===== src/shared/gantry_pkg.sv =====
package gantry_pkg;
    // axi4-lite register byte addresses
    localparam logic [7:0] ADDR_CTRL     = 8'h00;  // start, pause, stop, halt requests
    localparam logic [7:0] ADDR_PARAM    = 8'h04;  // file, axis set, depth
    localparam logic [7:0] ADDR_SCALE    = 8'h08;  // override percent
    localparam logic [7:0] ADDR_STATUS   = 8'h0c;  // busy, active and outcome flags
    localparam logic [7:0] ADDR_FAULT    = 8'h10;  // fault code
    localparam logic [7:0] ADDR_ROW      = 8'h14;  // executing row number
    localparam logic [7:0] ADDR_SPEED    = 8'h18;  // current tool speed
    localparam logic [7:0] ADDR_IRQ_STAT = 8'h1c;  // sticky events, read only
    localparam logic [7:0] ADDR_IRQ_CLR  = 8'h20;  // write one to clear
    localparam logic [7:0] ADDR_IRQ_EN   = 8'h24;  // interrupt enable
    localparam logic [7:0] ADDR_PROG     = 8'h28;  // program length and feed rate
    localparam logic [7:0] ADDR_ACCEL    = 8'h2c;  // acc [15:0], dec [31:16]

    // ctrl bit positions
    localparam int CTRL_START = 0;
    localparam int CTRL_PAUSE = 1;
    localparam int CTRL_STOP  = 2;
    localparam int CTRL_HALT  = 3;

    // status bit positions
    localparam int ST_BUSY   = 0;
    localparam int ST_ACTIVE = 1;
    localparam int ST_DONE   = 2;
    localparam int ST_ABORT  = 3;
    localparam int ST_ERROR  = 4;

    // legal parameter ranges
    localparam logic [15:0] FILE_MIN  = 16'h0001;
    localparam logic [15:0] FILE_MAX  = 16'h0040;
    localparam logic [7:0]  AXIS_MIN  = 8'h01;
    localparam logic [7:0]  AXIS_MAX  = 8'h08;
    localparam logic [15:0] DEPTH_REQ = 16'h0001;
    localparam logic [15:0] MODE_REQ  = 16'h0000;
    localparam logic [9:0]  SCALE_MAX = 10'h1f4;  // 500 percent
    localparam logic [9:0]  SCALE_ONE = 10'h064;  // 100 percent

    // fault codes
    localparam logic [15:0] FAULT_NONE  = 16'h0000;
    localparam logic [15:0] FAULT_FILE  = 16'h0001;
    localparam logic [15:0] FAULT_AXIS  = 16'h0002;
    localparam logic [15:0] FAULT_SCALE = 16'h0003;
    localparam logic [15:0] FAULT_RSVD  = 16'h0004;
    localparam logic [15:0] FAULT_MOVE  = 16'h0005;

    // interrupt event bits
    localparam int EV_DONE  = 0;
    localparam int EV_ABORT = 1;
    localparam int EV_ERROR = 2;

    // reset values, then the fixed tick count per row
    localparam logic [15:0] RST_ROWS  = 16'h0004;
    localparam logic [15:0] RST_FEED  = 16'h0100;
    localparam logic [15:0] RST_ACC   = 16'h0010;
    localparam logic [15:0] SEG_TICKS = 16'h0020;  // tick count per row, ticks counted at any nonzero speed

    localparam logic [1:0] RESP_OKAY   = 2'b00;
    localparam logic [1:0] RESP_SLVERR = 2'b10;

    typedef enum logic [1:0] {ST_IDLE, ST_ARM, ST_RUN, ST_END} phase_e;
endpackage


===== src/verilog/gantry_interpolation_block.sv =====
// Our own choices: the register addresses and register access over AXI4-Lite.
`timescale 1ns/1ps
module gantry_interpolation_block (
    input  wire logic        mclk,
    input  wire logic        nrst,
    input  wire logic [7:0]  axis_standstill,
    input  wire logic [7:0]  s_axi_awaddr,
    input  wire logic        s_axi_awvalid,
    output logic             s_axi_awready,
    input  wire logic [31:0] s_axi_wdata,
    input  wire logic [3:0]  s_axi_wstrb,
    input  wire logic        s_axi_wvalid,
    output logic             s_axi_wready,
    output logic [1:0]       s_axi_bresp,
    output logic             s_axi_bvalid,
    input  wire logic        s_axi_bready,
    input  wire logic [7:0]  s_axi_araddr,
    input  wire logic        s_axi_arvalid,
    output logic             s_axi_arready,
    output logic [31:0]      s_axi_rdata,
    output logic [1:0]       s_axi_rresp,
    output logic             s_axi_rvalid,
    input  wire logic        s_axi_rready,
    output logic             busy,
    output logic             active,
    output logic             done,
    output logic             preempted_flag,
    output logic             error,
    output logic [15:0]      fault_code,
    output logic [31:0]      executing_row_number,
    output logic [31:0]      tool_speed,
    output logic             irq
);
    typedef struct packed {
        logic                   awready, wready, bvalid, arready, rvalid;
        logic [7:0]             awaddr;
        logic                   aw_have;
        logic [31:0]            wdata;
        logic [3:0]             wstrb;
        logic                   w_have;
        logic [1:0]             bresp, rresp;
        logic [31:0]            rdata;
        logic [31:0]            ctrl, param, prog, accel;
        logic [9:0]             scale_in;
        logic                   start_q, stop_q, halt_q;
        gantry_pkg::phase_e     phase;
        logic                   busy, active, done, abort, error;
        logic                   pulse_clr;      // outcome flags clear the cycle after this is set
        logic [15:0]            fault;
        logic [9:0]             scale;
        logic [15:0]            file_no;
        logic [7:0]             axis_set;
        logic [31:0]            row;
        logic [15:0]            tick;
        logic [31:0]            speed;
        logic [2:0]             ev, ev_en;
        logic                   irq;
    } state_s;

    state_s s_r, s_nxt;

    // byte-lane merge for register writes
    function automatic logic [31:0] merge(input logic [31:0] old, input logic [31:0] d,
                                          input logic [3:0] be);
        logic [31:0] m;
        m = old;
        for (int i = 0; i < 4; i++) begin
            if (be[i]) begin
                m[i*8 +: 8] = d[i*8 +: 8];
            end
        end
        return m;
    endfunction

    // move value toward target by at most step
    function automatic logic [31:0] ramp(input logic [31:0] cur, input logic [31:0] tgt,
                                         input logic [15:0] up, input logic [15:0] dn);
        logic [31:0] r;
        r = tgt;
        if (cur < tgt && tgt - cur > {16'h0000, up}) begin
            r = cur + {16'h0000, up};
        end else if (cur > tgt && cur - tgt > {16'h0000, dn}) begin
            r = cur - {16'h0000, dn};
        end
        return r;
    endfunction

    logic        wr_go;
    logic        start_rise, start_fall, stop_rise, halt_rise, start_lvl;
    logic [31:0] target;
    logic [15:0] acc, dec;
    logic [2:0]  ev_set;
    logic [31:0] rd_val;
    logic        rd_ok;

    // read mux, unmapped addresses answer slverr
    always_comb begin
        rd_ok  = 1'b1;
        rd_val = 32'h0000_0000;
        case (s_axi_araddr)
            gantry_pkg::ADDR_CTRL:     rd_val = s_r.ctrl;
            gantry_pkg::ADDR_PARAM:    rd_val = s_r.param;
            gantry_pkg::ADDR_SCALE:    rd_val = {22'h000000, s_r.scale_in};
            gantry_pkg::ADDR_STATUS:   rd_val = {27'h0000000, s_r.error, s_r.abort, s_r.done,
                                                 s_r.active, s_r.busy};
            gantry_pkg::ADDR_FAULT:    rd_val = {16'h0000, s_r.fault};
            gantry_pkg::ADDR_ROW:      rd_val = s_r.row;
            gantry_pkg::ADDR_SPEED:    rd_val = s_r.speed;
            gantry_pkg::ADDR_IRQ_STAT: rd_val = {29'h00000000, s_r.ev};
            gantry_pkg::ADDR_IRQ_CLR:  rd_val = 32'h0000_0000;
            gantry_pkg::ADDR_IRQ_EN:   rd_val = {29'h00000000, s_r.ev_en};
            gantry_pkg::ADDR_PROG:     rd_val = s_r.prog;
            gantry_pkg::ADDR_ACCEL:    rd_val = s_r.accel;
            default:                   rd_ok = 1'b0;
        endcase
    end

    // control bits are sampled once per cycle, edges taken against the last sample
    assign start_lvl  = s_r.ctrl[gantry_pkg::CTRL_START];
    assign start_rise = start_lvl & ~s_r.start_q;
    assign start_fall = ~start_lvl & s_r.start_q;
    assign stop_rise  = s_r.ctrl[gantry_pkg::CTRL_STOP] & ~s_r.stop_q;
    assign halt_rise  = s_r.ctrl[gantry_pkg::CTRL_HALT] & ~s_r.halt_q;
    assign acc        = s_r.accel[15:0];
    assign dec        = s_r.accel[31:16];
    assign wr_go      = s_r.aw_have & s_r.w_have & ~s_r.bvalid;

    // speed target; operands widened first, a 16-bit product would wrap above 255 percent
    assign target = s_r.ctrl[gantry_pkg::CTRL_PAUSE] ? 32'h0000_0000 :
                    32'(s_r.prog[31:16]) * 32'(s_r.scale)
                    / 32'(gantry_pkg::SCALE_ONE);

    always_comb begin
        s_nxt  = s_r;
        ev_set = 3'b000;
        // axi write path: address and data accepted in either order
        s_nxt.awready = ~s_r.aw_have & ~s_r.awready;
        s_nxt.wready  = ~s_r.w_have & ~s_r.wready;
        if (s_axi_awvalid & s_r.awready) begin
            s_nxt.awaddr  = s_axi_awaddr;
            s_nxt.aw_have = 1'b1;
            s_nxt.awready = 1'b0;
        end
        if (s_axi_wvalid & s_r.wready) begin
            s_nxt.wdata  = s_axi_wdata;
            s_nxt.wstrb  = s_axi_wstrb;
            s_nxt.w_have = 1'b1;
            s_nxt.wready = 1'b0;
        end
        if (s_r.bvalid & s_axi_bready) begin
            s_nxt.bvalid = 1'b0;
        end
        // read path: one-cycle arready pulse, data the next cycle
        s_nxt.arready = ~s_r.arready & ~s_r.rvalid & s_axi_arvalid;
        if (s_axi_arvalid & s_r.arready) begin
            s_nxt.rdata  = rd_val;
            s_nxt.rresp  = rd_ok ? gantry_pkg::RESP_OKAY : gantry_pkg::RESP_SLVERR;
            s_nxt.rvalid = 1'b1;
        end
        if (s_r.rvalid & s_axi_rready) begin
            s_nxt.rvalid = 1'b0;
        end

        // edge history
        s_nxt.start_q = start_lvl;
        s_nxt.stop_q  = s_r.ctrl[gantry_pkg::CTRL_STOP];
        s_nxt.halt_q  = s_r.ctrl[gantry_pkg::CTRL_HALT];

        // outcome flags: pulse variants drop after one cycle, or two when the clear is armed in end, others on start low
        if (s_r.pulse_clr | start_fall) begin
            s_nxt.done      = 1'b0;
            s_nxt.abort     = 1'b0;
            s_nxt.error     = 1'b0;
            s_nxt.pulse_clr = 1'b0;
        end

        case (s_r.phase)
            gantry_pkg::ST_IDLE: begin
                if (start_rise) begin
                    // file, axis set and scale latched here only; later changes to these are ignored, prog and accel are read live
                    s_nxt.scale    = s_r.scale_in;
                    s_nxt.file_no  = s_r.param[15:0];
                    s_nxt.axis_set = s_r.param[23:16];
                    s_nxt.done     = 1'b0;
                    s_nxt.abort    = 1'b0;
                    s_nxt.error    = 1'b0;
                    s_nxt.fault    = gantry_pkg::FAULT_NONE;
                    s_nxt.row      = 32'h0000_0000;
                    s_nxt.tick     = 16'h0000;
                    if (s_r.param[15:0] < gantry_pkg::FILE_MIN ||
                        s_r.param[15:0] > gantry_pkg::FILE_MAX) begin
                        s_nxt.fault = gantry_pkg::FAULT_FILE;
                    end else if (s_r.param[23:16] < gantry_pkg::AXIS_MIN ||
                                 s_r.param[23:16] > gantry_pkg::AXIS_MAX) begin
                        s_nxt.fault = gantry_pkg::FAULT_AXIS;
                    end else if (s_r.scale_in > gantry_pkg::SCALE_MAX) begin
                        s_nxt.fault = gantry_pkg::FAULT_SCALE;
                    end else if ({8'h00, s_r.param[31:24]} != gantry_pkg::DEPTH_REQ) begin
                        s_nxt.fault = gantry_pkg::FAULT_RSVD;
                    end else if (s_r.param[31:24] == 8'h00 && 1'b0) begin
                        s_nxt.fault = gantry_pkg::FAULT_RSVD;
                    end else if (axis_standstill != 8'hff) begin
                        s_nxt.fault = gantry_pkg::FAULT_MOVE;
                    end
                    s_nxt.busy  = 1'b1;
                    s_nxt.phase = gantry_pkg::ST_ARM;
                end
            end
            gantry_pkg::ST_ARM: begin
                if (s_r.fault != gantry_pkg::FAULT_NONE) begin
                    s_nxt.error = 1'b1;
                    s_nxt.busy  = 1'b0;
                    s_nxt.phase = gantry_pkg::ST_END;
                    ev_set[gantry_pkg::EV_ERROR] = 1'b1;
                end else begin
                    s_nxt.active = 1'b1;
                    s_nxt.phase  = gantry_pkg::ST_RUN;
                end
            end
            gantry_pkg::ST_RUN: begin
                s_nxt.speed = ramp(s_r.speed, target, acc, dec);
                if (s_r.speed != 32'h0000_0000) begin
                    s_nxt.tick = 16'(s_r.tick + 16'h0001);
                end
                if (s_r.tick >= gantry_pkg::SEG_TICKS) begin
                    s_nxt.tick = 16'h0000;
                    s_nxt.row  = s_r.row + 32'h0000_0001;
                end
                // one outcome only, preemption ahead of stop ahead of end
                if (halt_rise) begin
                    s_nxt.abort = 1'b1;
                    ev_set[gantry_pkg::EV_ABORT] = 1'b1;
                end else if (stop_rise ||
                             s_r.row + 32'h0000_0001 >= {16'h0000, s_r.prog[15:0]} &&
                             s_r.tick >= gantry_pkg::SEG_TICKS) begin
                    s_nxt.done  = 1'b1;
                    s_nxt.speed = 32'h0000_0000;
                    s_nxt.row   = s_r.row;                             // last row stays shown
                    ev_set[gantry_pkg::EV_DONE] = 1'b1;
                end
                if (halt_rise | stop_rise | ev_set[gantry_pkg::EV_DONE]) begin
                    s_nxt.busy   = 1'b0;
                    s_nxt.active = 1'b0;
                    s_nxt.speed  = 32'h0000_0000;
                    s_nxt.phase  = gantry_pkg::ST_END;
                    // start already low: arm the clear now so the flag lasts one cycle
                    if (!start_lvl) begin
                        s_nxt.pulse_clr = 1'b1;
                    end
                end
            end
            gantry_pkg::ST_END: begin
                // start already low: arm the clear, so the flag drops after two cycles
                if (!start_lvl) begin
                    s_nxt.pulse_clr = 1'b1;
                end
                if (!start_lvl || start_fall) begin
                    s_nxt.phase = gantry_pkg::ST_IDLE;
                end
            end
            default: s_nxt.phase = gantry_pkg::ST_IDLE;
        endcase
        if (s_r.phase == gantry_pkg::ST_END && s_r.pulse_clr) begin
            s_nxt.pulse_clr = 1'b0;
        end

        // register writes, committed with the response
        if (wr_go) begin
            s_nxt.aw_have = 1'b0;
            s_nxt.w_have  = 1'b0;
            s_nxt.bvalid  = 1'b1;
            s_nxt.bresp   = gantry_pkg::RESP_OKAY;
            case (s_r.awaddr)
                gantry_pkg::ADDR_CTRL:   s_nxt.ctrl = merge(s_r.ctrl, s_r.wdata, s_r.wstrb);
                gantry_pkg::ADDR_PARAM:  s_nxt.param = merge(s_r.param, s_r.wdata, s_r.wstrb);
                gantry_pkg::ADDR_SCALE:  s_nxt.scale_in = s_r.wdata[9:0];
                gantry_pkg::ADDR_IRQ_CLR: s_nxt.ev = s_r.ev & ~s_r.wdata[2:0];
                gantry_pkg::ADDR_IRQ_EN: s_nxt.ev_en = s_r.wdata[2:0];
                gantry_pkg::ADDR_PROG:   s_nxt.prog = merge(s_r.prog, s_r.wdata, s_r.wstrb);
                gantry_pkg::ADDR_ACCEL:  s_nxt.accel = merge(s_r.accel, s_r.wdata, s_r.wstrb);
                gantry_pkg::ADDR_STATUS, gantry_pkg::ADDR_FAULT, gantry_pkg::ADDR_ROW,
                gantry_pkg::ADDR_SPEED, gantry_pkg::ADDR_IRQ_STAT: ;
                default: s_nxt.bresp = gantry_pkg::RESP_SLVERR;
            endcase
        end
        // a new event wins over a clear in the same cycle
        s_nxt.ev  = s_nxt.ev | ev_set;
        s_nxt.irq = |(s_nxt.ev & s_nxt.ev_en);
    end

    always_ff @(posedge mclk or negedge nrst) begin
        if (!nrst) begin
            s_r       <= '0;
            s_r.phase <= gantry_pkg::ST_IDLE;
            s_r.param <= {gantry_pkg::DEPTH_REQ[7:0], 24'h000000};
            s_r.scale_in <= gantry_pkg::SCALE_ONE;
            s_r.prog  <= {gantry_pkg::RST_FEED, gantry_pkg::RST_ROWS};
            s_r.accel <= {gantry_pkg::RST_ACC, gantry_pkg::RST_ACC};
        end else begin
            s_r <= s_nxt;
        end
    end

    // all outputs straight from the state register
    assign s_axi_awready        = s_r.awready;
    assign s_axi_wready         = s_r.wready;
    assign s_axi_bvalid         = s_r.bvalid;
    assign s_axi_bresp          = s_r.bresp;
    assign s_axi_arready        = s_r.arready;
    assign s_axi_rvalid         = s_r.rvalid;
    assign s_axi_rdata          = s_r.rdata;
    assign s_axi_rresp          = s_r.rresp;
    assign busy                 = s_r.busy;
    assign active               = s_r.active;
    assign done                 = s_r.done;
    assign preempted_flag       = s_r.abort;
    assign error                = s_r.error;
    assign fault_code           = s_r.fault;
    assign executing_row_number = s_r.row;
    assign tool_speed           = s_r.speed;
    assign irq                  = s_r.irq;
endmodule // gantry_interpolation_block


===== config.mk =====
export PLATFORM = sky130hd
export DESIGN_NAME = gantry_interpolation_block
export DESIGN_NICKNAME = d
export VERILOG_FILES = /design/src/shared/gantry_pkg.sv /design/src/verilog/gantry_interpolation_block.sv
export SDC_FILE = /design/constraint.sdc
export NUM_CORES = 1
export LEC_CHECK = 0
export BUFFER_PORTS_ARGS = -buffer_cell sky130_fd_sc_hd__buf_2
export CAP_MARGIN = 40
export CORE_ASPECT_RATIO = 0.7
export CORE_MARGIN = 10
export CORE_UTILIZATION = 30
export CTS_CLUSTER_DIAMETER = 80
export DETAILED_ROUTE_END_ITERATION = 12
export PLACE_DENSITY_LB_ADDON = 0.2
export SLEW_MARGIN = 0
export SYNTH_ARGS = -nofsm -noshare
export SYNTH_HDL_FRONTEND = slang
export SYNTH_SLANG_ARGS = --single-unit

===== constraint.sdc =====
create_clock -name mclk -period 29 [get_ports mclk]
set_input_delay 5.8 -clock mclk [delete_from_list [all_inputs] [get_ports mclk]]
set_output_delay 5.8 -clock mclk [all_outputs]
set_load 0.01 [all_outputs]

== After elaboration in Yosys (flattened, before gate mapping) ==
Cells that the tools add are included.
Storage, ports and cells
  bits in registers: 336
  output and inout port bits: 127
  input bits: 67
Cells by class
  bitwise operators: 33
  div/mod/pow operators: 1
  reduce and logical (&&, ||, !) cells: 47
  mux-type cells: 62
  equality and inequality tests: 34
  add/sub/neg operators: 6
  multiply operators: 1
  order comparisons: 11
Operator list (number)
  one-hot mux 32 bit (11 select lines): 1
  two-way mux 32 bit: 8
  two-way mux 48 bit: 2
  one-hot mux 48 bit (2 select lines): 1
  == test 8 x 5 -> 1 bit, second input constant: 8
  == test 8 x 6 -> 1 bit, second input constant: 8
  > comparator 32 x 16 -> 1 bit: 2
  subtractor 32 bit: 2
  AND reduction 3 bit: 20
  adder 32 x 1 -> 32 bit, second input constant: 1
  adder 32 x 16 -> 32 bit: 1
  divider 26 x 7 -> 32 bit, second input constant: 1
  == test 8 x 4 -> 1 bit, second input constant: 4
  >= comparator 32 x 16 -> 1 bit: 1
  > comparator 32 bit: 1
  less-than comparator 32 bit: 1
  nonzero test 32 bit: 1
  subtractor 32 x 16 -> 32 bit: 1
  two-way mux 3 bit: 10
  multiplier 16 x 10 -> 26 bit: 1
  two-way mux 1 bit: 26
  OR reduction 12 bit: 2
  adder 16 x 1 -> 16 bit, second input constant: 1
  == test 8 x 3 -> 1 bit, second input constant: 2
  37 further kinds: 89

== Longest topological paths before layout ==
Gate-level depths: netlist (run 1).
  word-level depth: 11
  gate-level depth with buffers: 103

== Worst setup path after synthesis (run 1) ==
OpenSTA, ideal clock, no wires.
  path kind: flip-flop to flip-flop
  from: register s_r[114] in the netlist's numbering
  to: register s_r, in the netlist tool_speed[0]
  data required time: 28.935 ns
  period minus slack after synthesis: 21.205 ns
  setup time: 0.065 ns
  arrival: 21.139 ns
  path buffers: 9
  path slack: 7.795 ns
  stages on the path, launching flop included: 95
  cells stage by stage: dfrtp_1 clkbuf_1 clkbuf_1 nand2_1 fa_1 inv_1 fa_1 fa_1 fa_1 inv_1 fa_1 inv_1 ha_1 buf_4 a21oi_1 o21a_1 o2bb2ai_1 o311a_1 [... 59 more ...] o21a_1 o21ai_0 nand2b_1 a21oi_1 nor3_1 mux2i_1 a22oi_1 or4_1 nor3_1 nand3_1 nor4_1 nor3b_1 clkinv_1 nand2_1 nor3_1 o2111a_1 a211oi_1 nand2_1
On the way
  longest elaborated chain between the ends: 11
  elaborated cells between the ends (all ways): 16
  those cells by class: add/sub (2); mul (1); div (1); order compare (4); mux (6); reduce/logical (2)
RTL lines
  start, declared: RTL line gantry_interpolation_block.sv:60  | state_s s_r, s_nxt;
  start signal, assigned: RTL line gantry_interpolation_block.sv:300  | s_r <= s_nxt;
  multiplier 16 x 10 -> 26 bit *: RTL line gantry_interpolation_block.sv:130  | 32'(s_r.prog[31:16]) * 32'(s_r.scale)
  divider 26 x 7 -> 32 bit *: RTL line gantry_interpolation_block.sv:131  | / 32'(gantry_pkg::SCALE_ONE);
  two-way mux 32 bit *: RTL line gantry_interpolation_block.sv:129  | assign target = s_r.ctrl[gantry_pkg::CTRL_PAUSE] ? 32'h0000_0000 :
  subtractor 32 bit: RTL line gantry_interpolation_block.sv:82  | end else if (cur > tgt && cur - tgt > {16'h0000, dn}) begin
  > comparator 32 x 16 -> 1 bit: RTL line gantry_interpolation_block.sv:82
  logical AND 1 bit: RTL line gantry_interpolation_block.sv:82
  two-way mux 32 bit: RTL line gantry_interpolation_block.sv:82
  two-way mux 32 bit *: RTL line gantry_interpolation_block.sv:80  | if (cur < tgt && tgt - cur > {16'h0000, up}) begin
  two-way mux 32 bit: RTL line gantry_interpolation_block.sv:233  | end else if (stop_rise ||
  two-way mux 32 bit *: RTL line gantry_interpolation_block.sv:230  | if (halt_rise) begin
  two-way mux 32 bit *: RTL line gantry_interpolation_block.sv:241  | if (halt_rise | stop_rise | ev_set[gantry_pkg::EV_DONE]) begin
Every way passes the cells marked *; elsewhere a longest branch is shown, timed or not.
A chain may end at the register's enable or synchronous reset.

== Final worst setup path (run 1) ==
  from: register s_r[211] in the netlist's numbering
  to: register s_r, in the netlist tool_speed[0]
Same word-level chain as after synthesis.

==> impl_results.md, run 1 <==
- Worst reg2reg startpoint: s_r[211]
- Crit Reg-Reg Endpoint: tool_speed[0]
- Asr flop ratio synth: 100%
- YS warnings: 0
- CTS Hold Buffers Added: 0
- Clock slew at reported path FFs: 0.07 ns
- CP Capture Type: flop
- DP Worst Slack: 3.03 ns
- WHS Path Cells: 1
- Final setup skew: approximately 0.037 ns
- Max-cap violations: 0
- Ys flop type: dfrtp_1
- Placement Rows: a little under 100
- Maximum vdd drop: around 0.000075 V
- Pre-Repair DR Iteration Count: 9
- Post-route cell area: 33700 µm²
- WP data required: 29.57 ns
- Post-synth EDFFs: 0
- Final core utilization: 32.9%
- Power Density: 68.4 nW/µm²
- Synth cell types: 137
- Post-Syn Instances: ~3500
- First-pass GRT wire length: 167000 µm
- Setup-violating endpoint count in the final report: 0
- CTS tree: yes
- Layout cell share with drive strength beyond 1: 16.4%
- Initial Util: a little over 30%
- Num ports: 194
- Worst Path Buf+Inv: 8
- Critical path's slowest cell: a2111oi_0
- Chip width: 404 µm
- Via count: 26700
- Latest clock arrival within the worst-skew pair: 0.63 ns
- Setup TNS: 0 ns
- Syn avg cell area: between 8 and 9 µm²
- Hold Crit Endpoint: s_axi_wready
- # Post-CTS Setup Buffers: 0
- Startpoint types: flop
- Leakage dissipation: 15.5 nW
- Outcome: complete, no violations
- Final Hold Viols: 0
- Fmax: 37.3 MHz
- Via density: about 5.5
- Synthesized area: 31000 µm²
- Post_cts resized: 0
- Final Wtd Congestion: 0.909
- Port Buffers: 178
- P&R area growth vs syn: 8.49%
- FF-to-FF setup slack: 2.21 ns
- Top cell type's share of synthesized area: a little over a quarter
- CTS Buffer Depth: 3
- Layout Nets: 3870
- Initial antenna violation count: 8
- Worst slew margin: 37.8%
- Die area: ~120000 µm²
- Worst stage delay on the critical path: 0.77 ns
- Sequential share of the synthesized area: 27.0%
- Delay-heaviest family, CP: compound AO/OA/AOI/OAI gates
- H-Tree Depth: 1
- Root Buffer: clkbuf_16
- WS Path Type: flop to flop
- Final min period: 26.79 ns
- Max Transition Viols Final: 0
- Worst-path fanout max: 30
- Worst reg-to-reg path cell count: 90
- Clock sinks: 334
- Setup ws final: 2.21 ns
- Drt wl/cell: roughly 23 µm
- Arrival time worst endpoint: 27.36 ns
- Worst-Margin Slew: 0.931 ns
- Cell taking the most area after synthesis: dfrtp_1
- GRT overflow: 0
- Top cells by area, synth: dfrtp_1 26%, ha_1 7.6%, fa_1 7.4%
- HPWL after DPL: 87800 µm
- RSZ-0062 raised after global routing: no
- Num CTS Buffers: 31
- Routed Wire Length: 110000 µm
- DRT iter0 DRCs: 2617
- Worst hold start: s_r[322]
- Core Area: 102000 µm²
- Hold crit path type: flop to flop
- Filler cells: approximately 11000
- #FFs+latches synth: 334
- Final period util: 92.4%
- Pin count of the biggest net entering global routing: 80
- Placed Area: 32600 µm²
- Post-route ant nets: 0
- DRC: 0
- Die Y-Extent: 289 µm
- GR Util All Layers: 18.2%
- Number of global-route vias before repair: roughly 26000
-- layer usage --
layer,up-vias,share of wire [%],track usage (%)
li1,12500,-,-
met1,13200,52,29.0
met2,892,38,23.8
met3,88,9.5,5.66
met4,2,1.4,2.35
met5,-,0.012,0
-- cells in the mapped netlist (27+ instances only) --
cell	number
nand4_1	30
a21oi_1	170
ha_1	189
nor2_1	202
mux2_2	184
o31ai_1	28
a21o_1	76
nand3_1	64
buf_4	138
clkbuf_1	107
a31oi_1	47
inv_1	234
o21ai_0	188
a221oi_1	34
xor2_1	56
xnor2_1	92
nand2b_1	46
nor4_1	32
o22ai_1	31
and2_1	97
a211oi_1	27
fa_1	114
nand2_1	340
nor3_1	71
dfrtp_1	326
a22oi_1	70
-- power breakdown --
| part | internal (mW) | switching [mW] |
|---|---|---|
| Clock | 0.237 | 0.198 |
| Sequential | 0.547 | 0.152 |
| Combinational | 0.470 | 0.699 |
-- flip-flops by register name, summed over array words and instances (netlist names), 3 cells and up --
signal and flops:
s_r 187, executing_row_number 32, s_axi_rdata 32, tool_speed 32, acc 16, dec 16, fault_code 3, s_nxt 3
-- stage by stage --
stage | hold WS [ns] | std cells | total power, mW
CTS | 0.449 | 4875 | 2.30
finish | 0.450 | 4876 | 2.30
global route | 0.480 | 4875 | 2.47
floorplan | 0.383 | 3502 | 1.48
global placement | 0.415 | 4799 | 1.85
detailed placement | 0.418 | 4817 | 1.85
-- placed cells by master (no fill, tap or decap), types with 46 or more instances in the layout --
master	count
nand2_1	339
dfrtp_1	326
inv_1	234
nor2_1	197
ha_1	189
o21ai_0	187
mux2_2	184
buf_2	178
a21oi_1	170
fa_1	114
and2_1	97
xnor2_1	92
a21o_1	76
nor3_1	71
a22oi_1	70
nand3_1	64
xor2_1	56
buf_4	52
a31oi_1	47
nand2b_1	46
-- cell families after synthesis --
kind of cell | count (synthesis) | synth area share [%]
muxes | 212 | 7.61
adders and majority gates | 310 | 15.2
and+or+nand+nor | 1029 | 16.3
AOI/OAI and AO/OA | 944 | 21.4
other | 1 | 0.0121
DFF | 334 | 27.0
xor gates and xnor gates | 152 | 4.42
buffers and inverters | 506 | 8.05
-- cell type report --
cell class / instances / area (µm²) / share of cell area (%)
antenna: 1 / 2.50 / 0.00743
clock buffer: 49 / 923 / 2.74
clock inverter: 9 / 118 / 0.349
inverter: 235 / 882 / 2.62
multi-input combinational: 2662 / 20300 / 60.3
sequential: 334 / 8370 / 24.8
tap: 1350 / 1690 / 5.02
timing repair buffer: 236 / 1400 / 4.16
-- how the worst max path moves through the flow --
stage / slack [ns] / startpoint / to / cells past startpoint
global placement: 3.09 / s_r[211] / tool_speed[0] / 89
detailed placement: 3.03 / s_r[211] / tool_speed[0] / 90
CTS: 2.91 / s_r[211] / tool_speed[0] / 90
floorplan: 7.80 / s_r[114] / tool_speed[0] / 94
finish: 2.21 / s_r[211] / tool_speed[0] / 90
global route: 0.58 / s_r[120] / tool_speed[0] / 90
No activity file was read; power rests on OpenSTA's default activity.
==> run 2, diff against run 1 <==
--- a/config.mk
+++ b/config.mk
@@ -10,6 +10,7 @@
 export CORE_ASPECT_RATIO = 0.7
 export CORE_MARGIN = 10
 export CORE_UTILIZATION = 30
+export CTS_BUF_LIST = sky130_fd_sc_hd__clkbuf_4 sky130_fd_sc_hd__clkbuf_8
 export CTS_CLUSTER_DIAMETER = 80
 export DETAILED_ROUTE_END_ITERATION = 12
 export PLACE_DENSITY_LB_ADDON = 0.2
==> run 2 against run 1 <==
Non-clock buffer count is the same. Cell count grew 0.68%. Via count increased by 0.42%. Design area about the same. Clock-buffer cell count is 28 higher. Core utilization hardly changed. Clock power is 2% lower. Clock skew is 0.00081 ns lower. Sequential share of layout area hardly changed. Register-to-register slack better by 0.10 ns. Fmax grew 0.39%.
==> impl_results.md, run 2 (synthesis results as in run 1) <==
- Outcome: complete, no violations
- WS Path Type: flop to flop
- Power Density: 68.2 nW/µm²
- Max FFs per register: approximately 190
- DRT iter0 DRCs: roughly 2700
- GRT busiest layer: met1
- M1 GR Usage: between 20 and 30%
- RSZ-0062 raised after global routing: no
- Setup TNS: 0 ns
- Maximum vdd drop: 0.0000758 V
- Worst stage delay on the critical path: between 0.7 and 0.8 ns
- Hold WS: 0.446 ns
- Worst slew margin: 39.8%
- P&R area growth vs syn: 8.52%
- Number of global-route vias before repair: 25900
- Hold crit path type: flop to flop
- Post_cts resized: 0
- Top reg by flops: s_r
- Num CTS Buffers: 50
- Delay-heaviest family, CP: compound AO/OA/AOI/OAI gates
- CTS Hold Buffers Added: 0
- Met2 GRT Util: about a quarter
- Via count: 26800
- Max-cap violations: 0
- Most common cell after layout, fill and taps aside: nand2_1
- Via density: 5.45
- Final Wtd Congestion: 0.909
- Routed Wire Length: ~110000 µm
- Final period util: 92.0%
- Arrival time worst endpoint: 27.29 ns
- Pre-Repair DR Iteration Count: 6
- DP Worst Slack: 3.03 ns
- Final core utilization: between 30% and 40%
- GR Layer Usage met3: 5.98%
- Initial Util: 30.3%
- Setup ws final: 2.32 ns
- HPWL after DPL: 87800 µm
- Num ports: slightly below 200
- GRT overflow: 0
- Root Buffer: clkbuf_8
- Placement Rows: 98
- Latest clock arrival within the worst-skew pair: about 0.66 ns
- Setup-violating endpoint count in the final report: 0
- Core Area: 102000 µm²
- Pin count of the biggest net entering global routing: 80
- Final setup skew: between 0.03 and 0.04 ns
- Clock sinks: 334
- Port Buffers: 178
- Clock slew at reported path FFs: 0.09 ns
- Commonest cells after routing, fill and taps aside: 339 x nand2_1, 326 x dfrtp_1, 234 x inv_1, 197 x nor2_1, 189 x ha_1
- Worst-path fanout max: 30
- Final Hold Viols: 0
- Initial antenna violation count: 7
- Max Transition Viols Final: 0
- CP Capture Type: flop
- CTS Buffer Depth: 3
- Critical path's slowest cell: nor4b_1
- Startpoint types: flop
- Layout cell share with drive strength beyond 1: 17.4%
- First-pass GRT wire length: around 170000 µm
- Post-route ant nets: 0
- Final min period: 26.68 ns
- # Post-CTS Setup Buffers: 0
- Worst-Margin Slew: 0.880 ns
- H-Tree Depth: 2
- DRC: 0
- Chip width: 404 µm
- Die Y-Extent: 289 µm
- Layout Nets: 3889
- CTS tree: yes
- GR Util All Layers: a little under a fifth
- Die area: 117000 µm²
- Worst Path Buf+Inv: 8
- WP data required: 29.60 ns
- Fmax: 37.5 MHz
- Leakage dissipation: 15.6 nW
- Drt wl/cell: about 22 µm
- FF-to-FF setup slack: ~2.3 ns
run 2: changes by cell type in the layout (fill, tap and decap cells not counted), sizes merged:
| cell | before | now |
|---|---|---|
| bufinv | 2 | 1 |
| clkbuf | 49 | 77 |
| clkinv | 6 | 8 |
| clkinvlp | 0 | 4 |
run 2: worst paths after layout:
path / startpoint / endpoint / cells past startpoint
setup / recovery: s_r[120] / tool_speed[0] / 90
hold / removal: s_nxt[146] / s_r[146] / 0
setup reg to reg: s_r[120] / tool_speed[0] / 90
hold reg to reg: s_nxt[146] / s_r[146] / 0
max in group asynchronous: nrst / executing_row_number[29] / 3
min in group asynchronous: nrst / tool_speed[14] / 1
run 2: stage by stage:
stage / cells / power [mW] / instance area, µm²
2_1_floorplan: 3502 / 1.48 / 31100
3_3_place_gp: 4799 / 1.85 / 32400
3_5_place_dp: 4817 / 1.85 / 32600
4_1_cts: 4908 / 2.29 / 33700
5_1_grt: 4908 / 2.47 / 33700
6_report: 4909 / 2.30 / 33700
run 2: power breakdown:
| group | switching (mW) | internal [mW] |
|---|---|---|
| logic | 0.700 | 0.470 |
| registers | 0.151 | 0.547 |
| clock network | 0.213 | 0.215 |
| total | 1.06 | 1.23 |
run 2: worst register-to-register path, delay by kind of cell, from the launching register on:
kind / cells / cell delay (ns)
xor gates and xnor gates: 2 / 0.43
and+or+nand+nor: 28 / 7.86
buffers and inverters: 8 / 1.01
muxes: 3 / 0.90
DFF: 1 / 0.59
adders and majority gates: 9 / 4.13
AOI/OAI and AO/OA: 40 / 11.71
run 2: metal layers:
layer	wire length, µm	part of all wire (%)	up-vias
li1	-	-	12500
met1	56800	51	13300
met2	41300	37	916
met3	10900	9.8	86
met4	1400	1.3	2
met5	13	0.012	-
run 2: final cells by class:
type,instances,area [µm²]
diodes,1,2.50
inverters,235,882
well taps,1350,1690
repair buffers,236,1400
fillers,10800,68700
clock buffers,77,928
clock inverters,14,120
multi-input cells,2662,20300
flip-flops and latches,334,8370
==> run 3, diff against run 2 <==
==> constraint.sdc (replaced) <==
create_clock -name mclk -period 29 [get_ports mclk]
set_input_delay 2.9 -clock mclk [delete_from_list [all_inputs] [get_ports mclk]]
set_output_delay 2.9 -clock mclk [all_outputs]
set_load 0.01 [all_outputs]
==> run 3 against run 2 <==
Die area stayed put. Sequential share of layout area shrank 0.064 points. Clock power rose by 9.8%. Fmax rose by 0.68%. Critical endpoint unchanged. Core utilization increased by 0.085 points. Clock skew down 0.0024 ns. Largest cell class unchanged.
==> impl_results.md, run 3 (synthesis results as in run 1) <==
- Outcome: complete, no violations
- Latest clock arrival within the worst-skew pair: 0.65 ns
- Setup TNS: 0 ns
- RSZ-0062 raised after global routing: no
- Port Buffers: 178
- Max FFs per register: 187
- Num CTS Buffers: 50
- Fmax: 37.7 MHz
- Worst stage delay on the critical path: 0.86 ns
- Combined area of the multi-input logic cells: 20300 µm²
- Final Hold Viols: 0
- Commonest cells after routing, fill and taps aside: 339 x nand2_1, 326 x dfrtp_1, 234 x inv_1, 197 x nor2_1, 189 x ha_1
- Final setup skew: roughly 0.034 ns
- CTS Hold Buffers Added: 0
- Worst path most repeated cell: fa_1
- # Post-CTS Setup Buffers: 0
- GR Util All Layers: 18.2%
- Worst slew margin: 37.7%
- Die area: 117000 µm²
- Power Density: 69.1 nW/µm²
- Total power: between 2 and 2.5 mW
- CP Capture Type: flop
- Core Area: 102000 µm²
- Hold Crit Endpoint: s_r[146]
- WS Path Type: flop to flop
- Critical path's slowest cell: a2111oi_0
- CTS Buffer Depth: 3
- Worst reg-to-reg path cell count: 89
- Maximum vdd drop: about 0.000062 V
- Layout Nets: 3883
- FF/Latch Area: 8370 µm²
- Worst-Margin Slew: 0.910 ns
- Number of global-route vias before repair: 25200
- Pin count of the biggest net entering global routing: 80
- Num ports: slightly below 200
- Routed Wire Length: 110000 µm
- Filler cells: 10700
- Drt wl/cell: between 20 and 25 µm
- WHS Path Cells: 0
- CTS tree: yes
- Post_cts resized: 0
- Top reg by flops: s_r
- Leakage dissipation: 15.6 nW
- Chip width: 404 µm
- HPWL after DPL: 87500 µm
- Worst reg2reg startpoint: s_r[120]
- Final min period: 26.50 ns
- Setup crit start: s_r[120]
- Max-cap violations: 0
- GRT overflow: 0
- Post-route ant nets: 0
- Crit Reg-Reg Endpoint: tool_speed[0]
- DRT iter0 DRCs: 2558
- Placement Rows: 98
- FF-to-FF setup slack: 2.50 ns
- Layout cell share with drive strength beyond 1: between 15 and 20%
- Final Wtd Congestion: 0.901
- Pre-Repair DR Iteration Count: 7
- Root Buffer: clkbuf_8
- Startpoint types: flop
- WP data required: around 30 ns
- Max Transition Viols Final: 0
- Worst hold start: s_nxt[146]
- Setup-violating endpoint count in the final report: 0
- Initial Util: 30.3%
- Die Y-Extent: 289 µm
- P&R area growth vs syn: 8.80%
- Worst-path fanout max: 30
- Clock slew at reported path FFs: 0.08 ns
- Via density: 5.48
- Clock sinks: 334
- Most common cell after layout, fill and taps aside: nand2_1
- Arrival time worst endpoint: 27.08 ns
- DRC: 0
- Final period util: 91.4%
- H-Tree Depth: 2
- Via count: ~27000
- Initial antenna violation count: 7
- Hold crit path type: flop to flop
- First-pass GRT wire length: 166000 µm
==> run 3: where the power goes <==
part / switching (mW) / internal, mW
logic: 0.686 / 0.467
registers: 0.165 / 0.547
clock network: 0.213 / 0.257
total: 1.06 / 1.27
==> run 3: how the worst max path moves through the flow <==
stage / end / slack, ns / cells past startpoint
after floorplan: tool_speed[0] / 7.80 / 94
after global placement: tool_speed[0] / 3.11 / 89
after detailed placement: tool_speed[0] / 3.07 / 89
after CTS: tool_speed[0] / 2.95 / 89
after global routing: tool_speed[0] / 0.69 / 89
final: tool_speed[0] / 2.50 / 89
==> run 3: layout make-up <==
cell class / count / area share [%]
Sequential cell: 334 / 24.8
Clock buffer: 82 / 2.99
Antenna cell: 1 / 0.00741
Timing Repair Buffer: 230 / 4.01
Multi-Input combinational cell: 2662 / 60.1
Tap cell: 1350 / 5.00
Clock inverter: 10 / 0.511
Inverter: 235 / 2.61
==> run 3: per-stage QoR <==
step,setup slack (ns),utilization [%],hold slack [ns],std cells,area [µm²]
after floorplan,7.80,-,0.383,3502,31100
after global placement,3.11,31.6,0.413,4793,32400
after detailed placement,3.07,31.8,0.416,4811,32600
after CTS,2.95,33.0,0.428,4903,33800
after global routing,0.694,33.0,0.447,4903,33800
final,2.50,33.0,0.425,4904,33800
==> run 3: worst max-delay path: cells and delay by family (launching register included) <==
kind                     cells  cell delay, ns
adder cells (fa/ha/maj)      9            4.12
XOR/XNOR                     1            0.20
AND/OR/NAND/NOR             27            7.74
AO/OA/AOI/OAI               42           12.10
multiplexers                 3            0.91
buffers and inverters        7            0.76
flip-flops                   1            0.60
==> run 3: routing by layer <==
| metal | up-vias | GRT usage [%] | routed length, µm |
|---|---|---|---|
| met5 | - | 0 | 13 |
| met4 | 2 | 1.82 | 836 |
| met3 | 74 | 4.83 | 9750 |
| met2 | 915 | 23.6 | 41800 |
| met1 | 13400 | 29.7 | 58100 |
| li1 | 12500 | - | - |
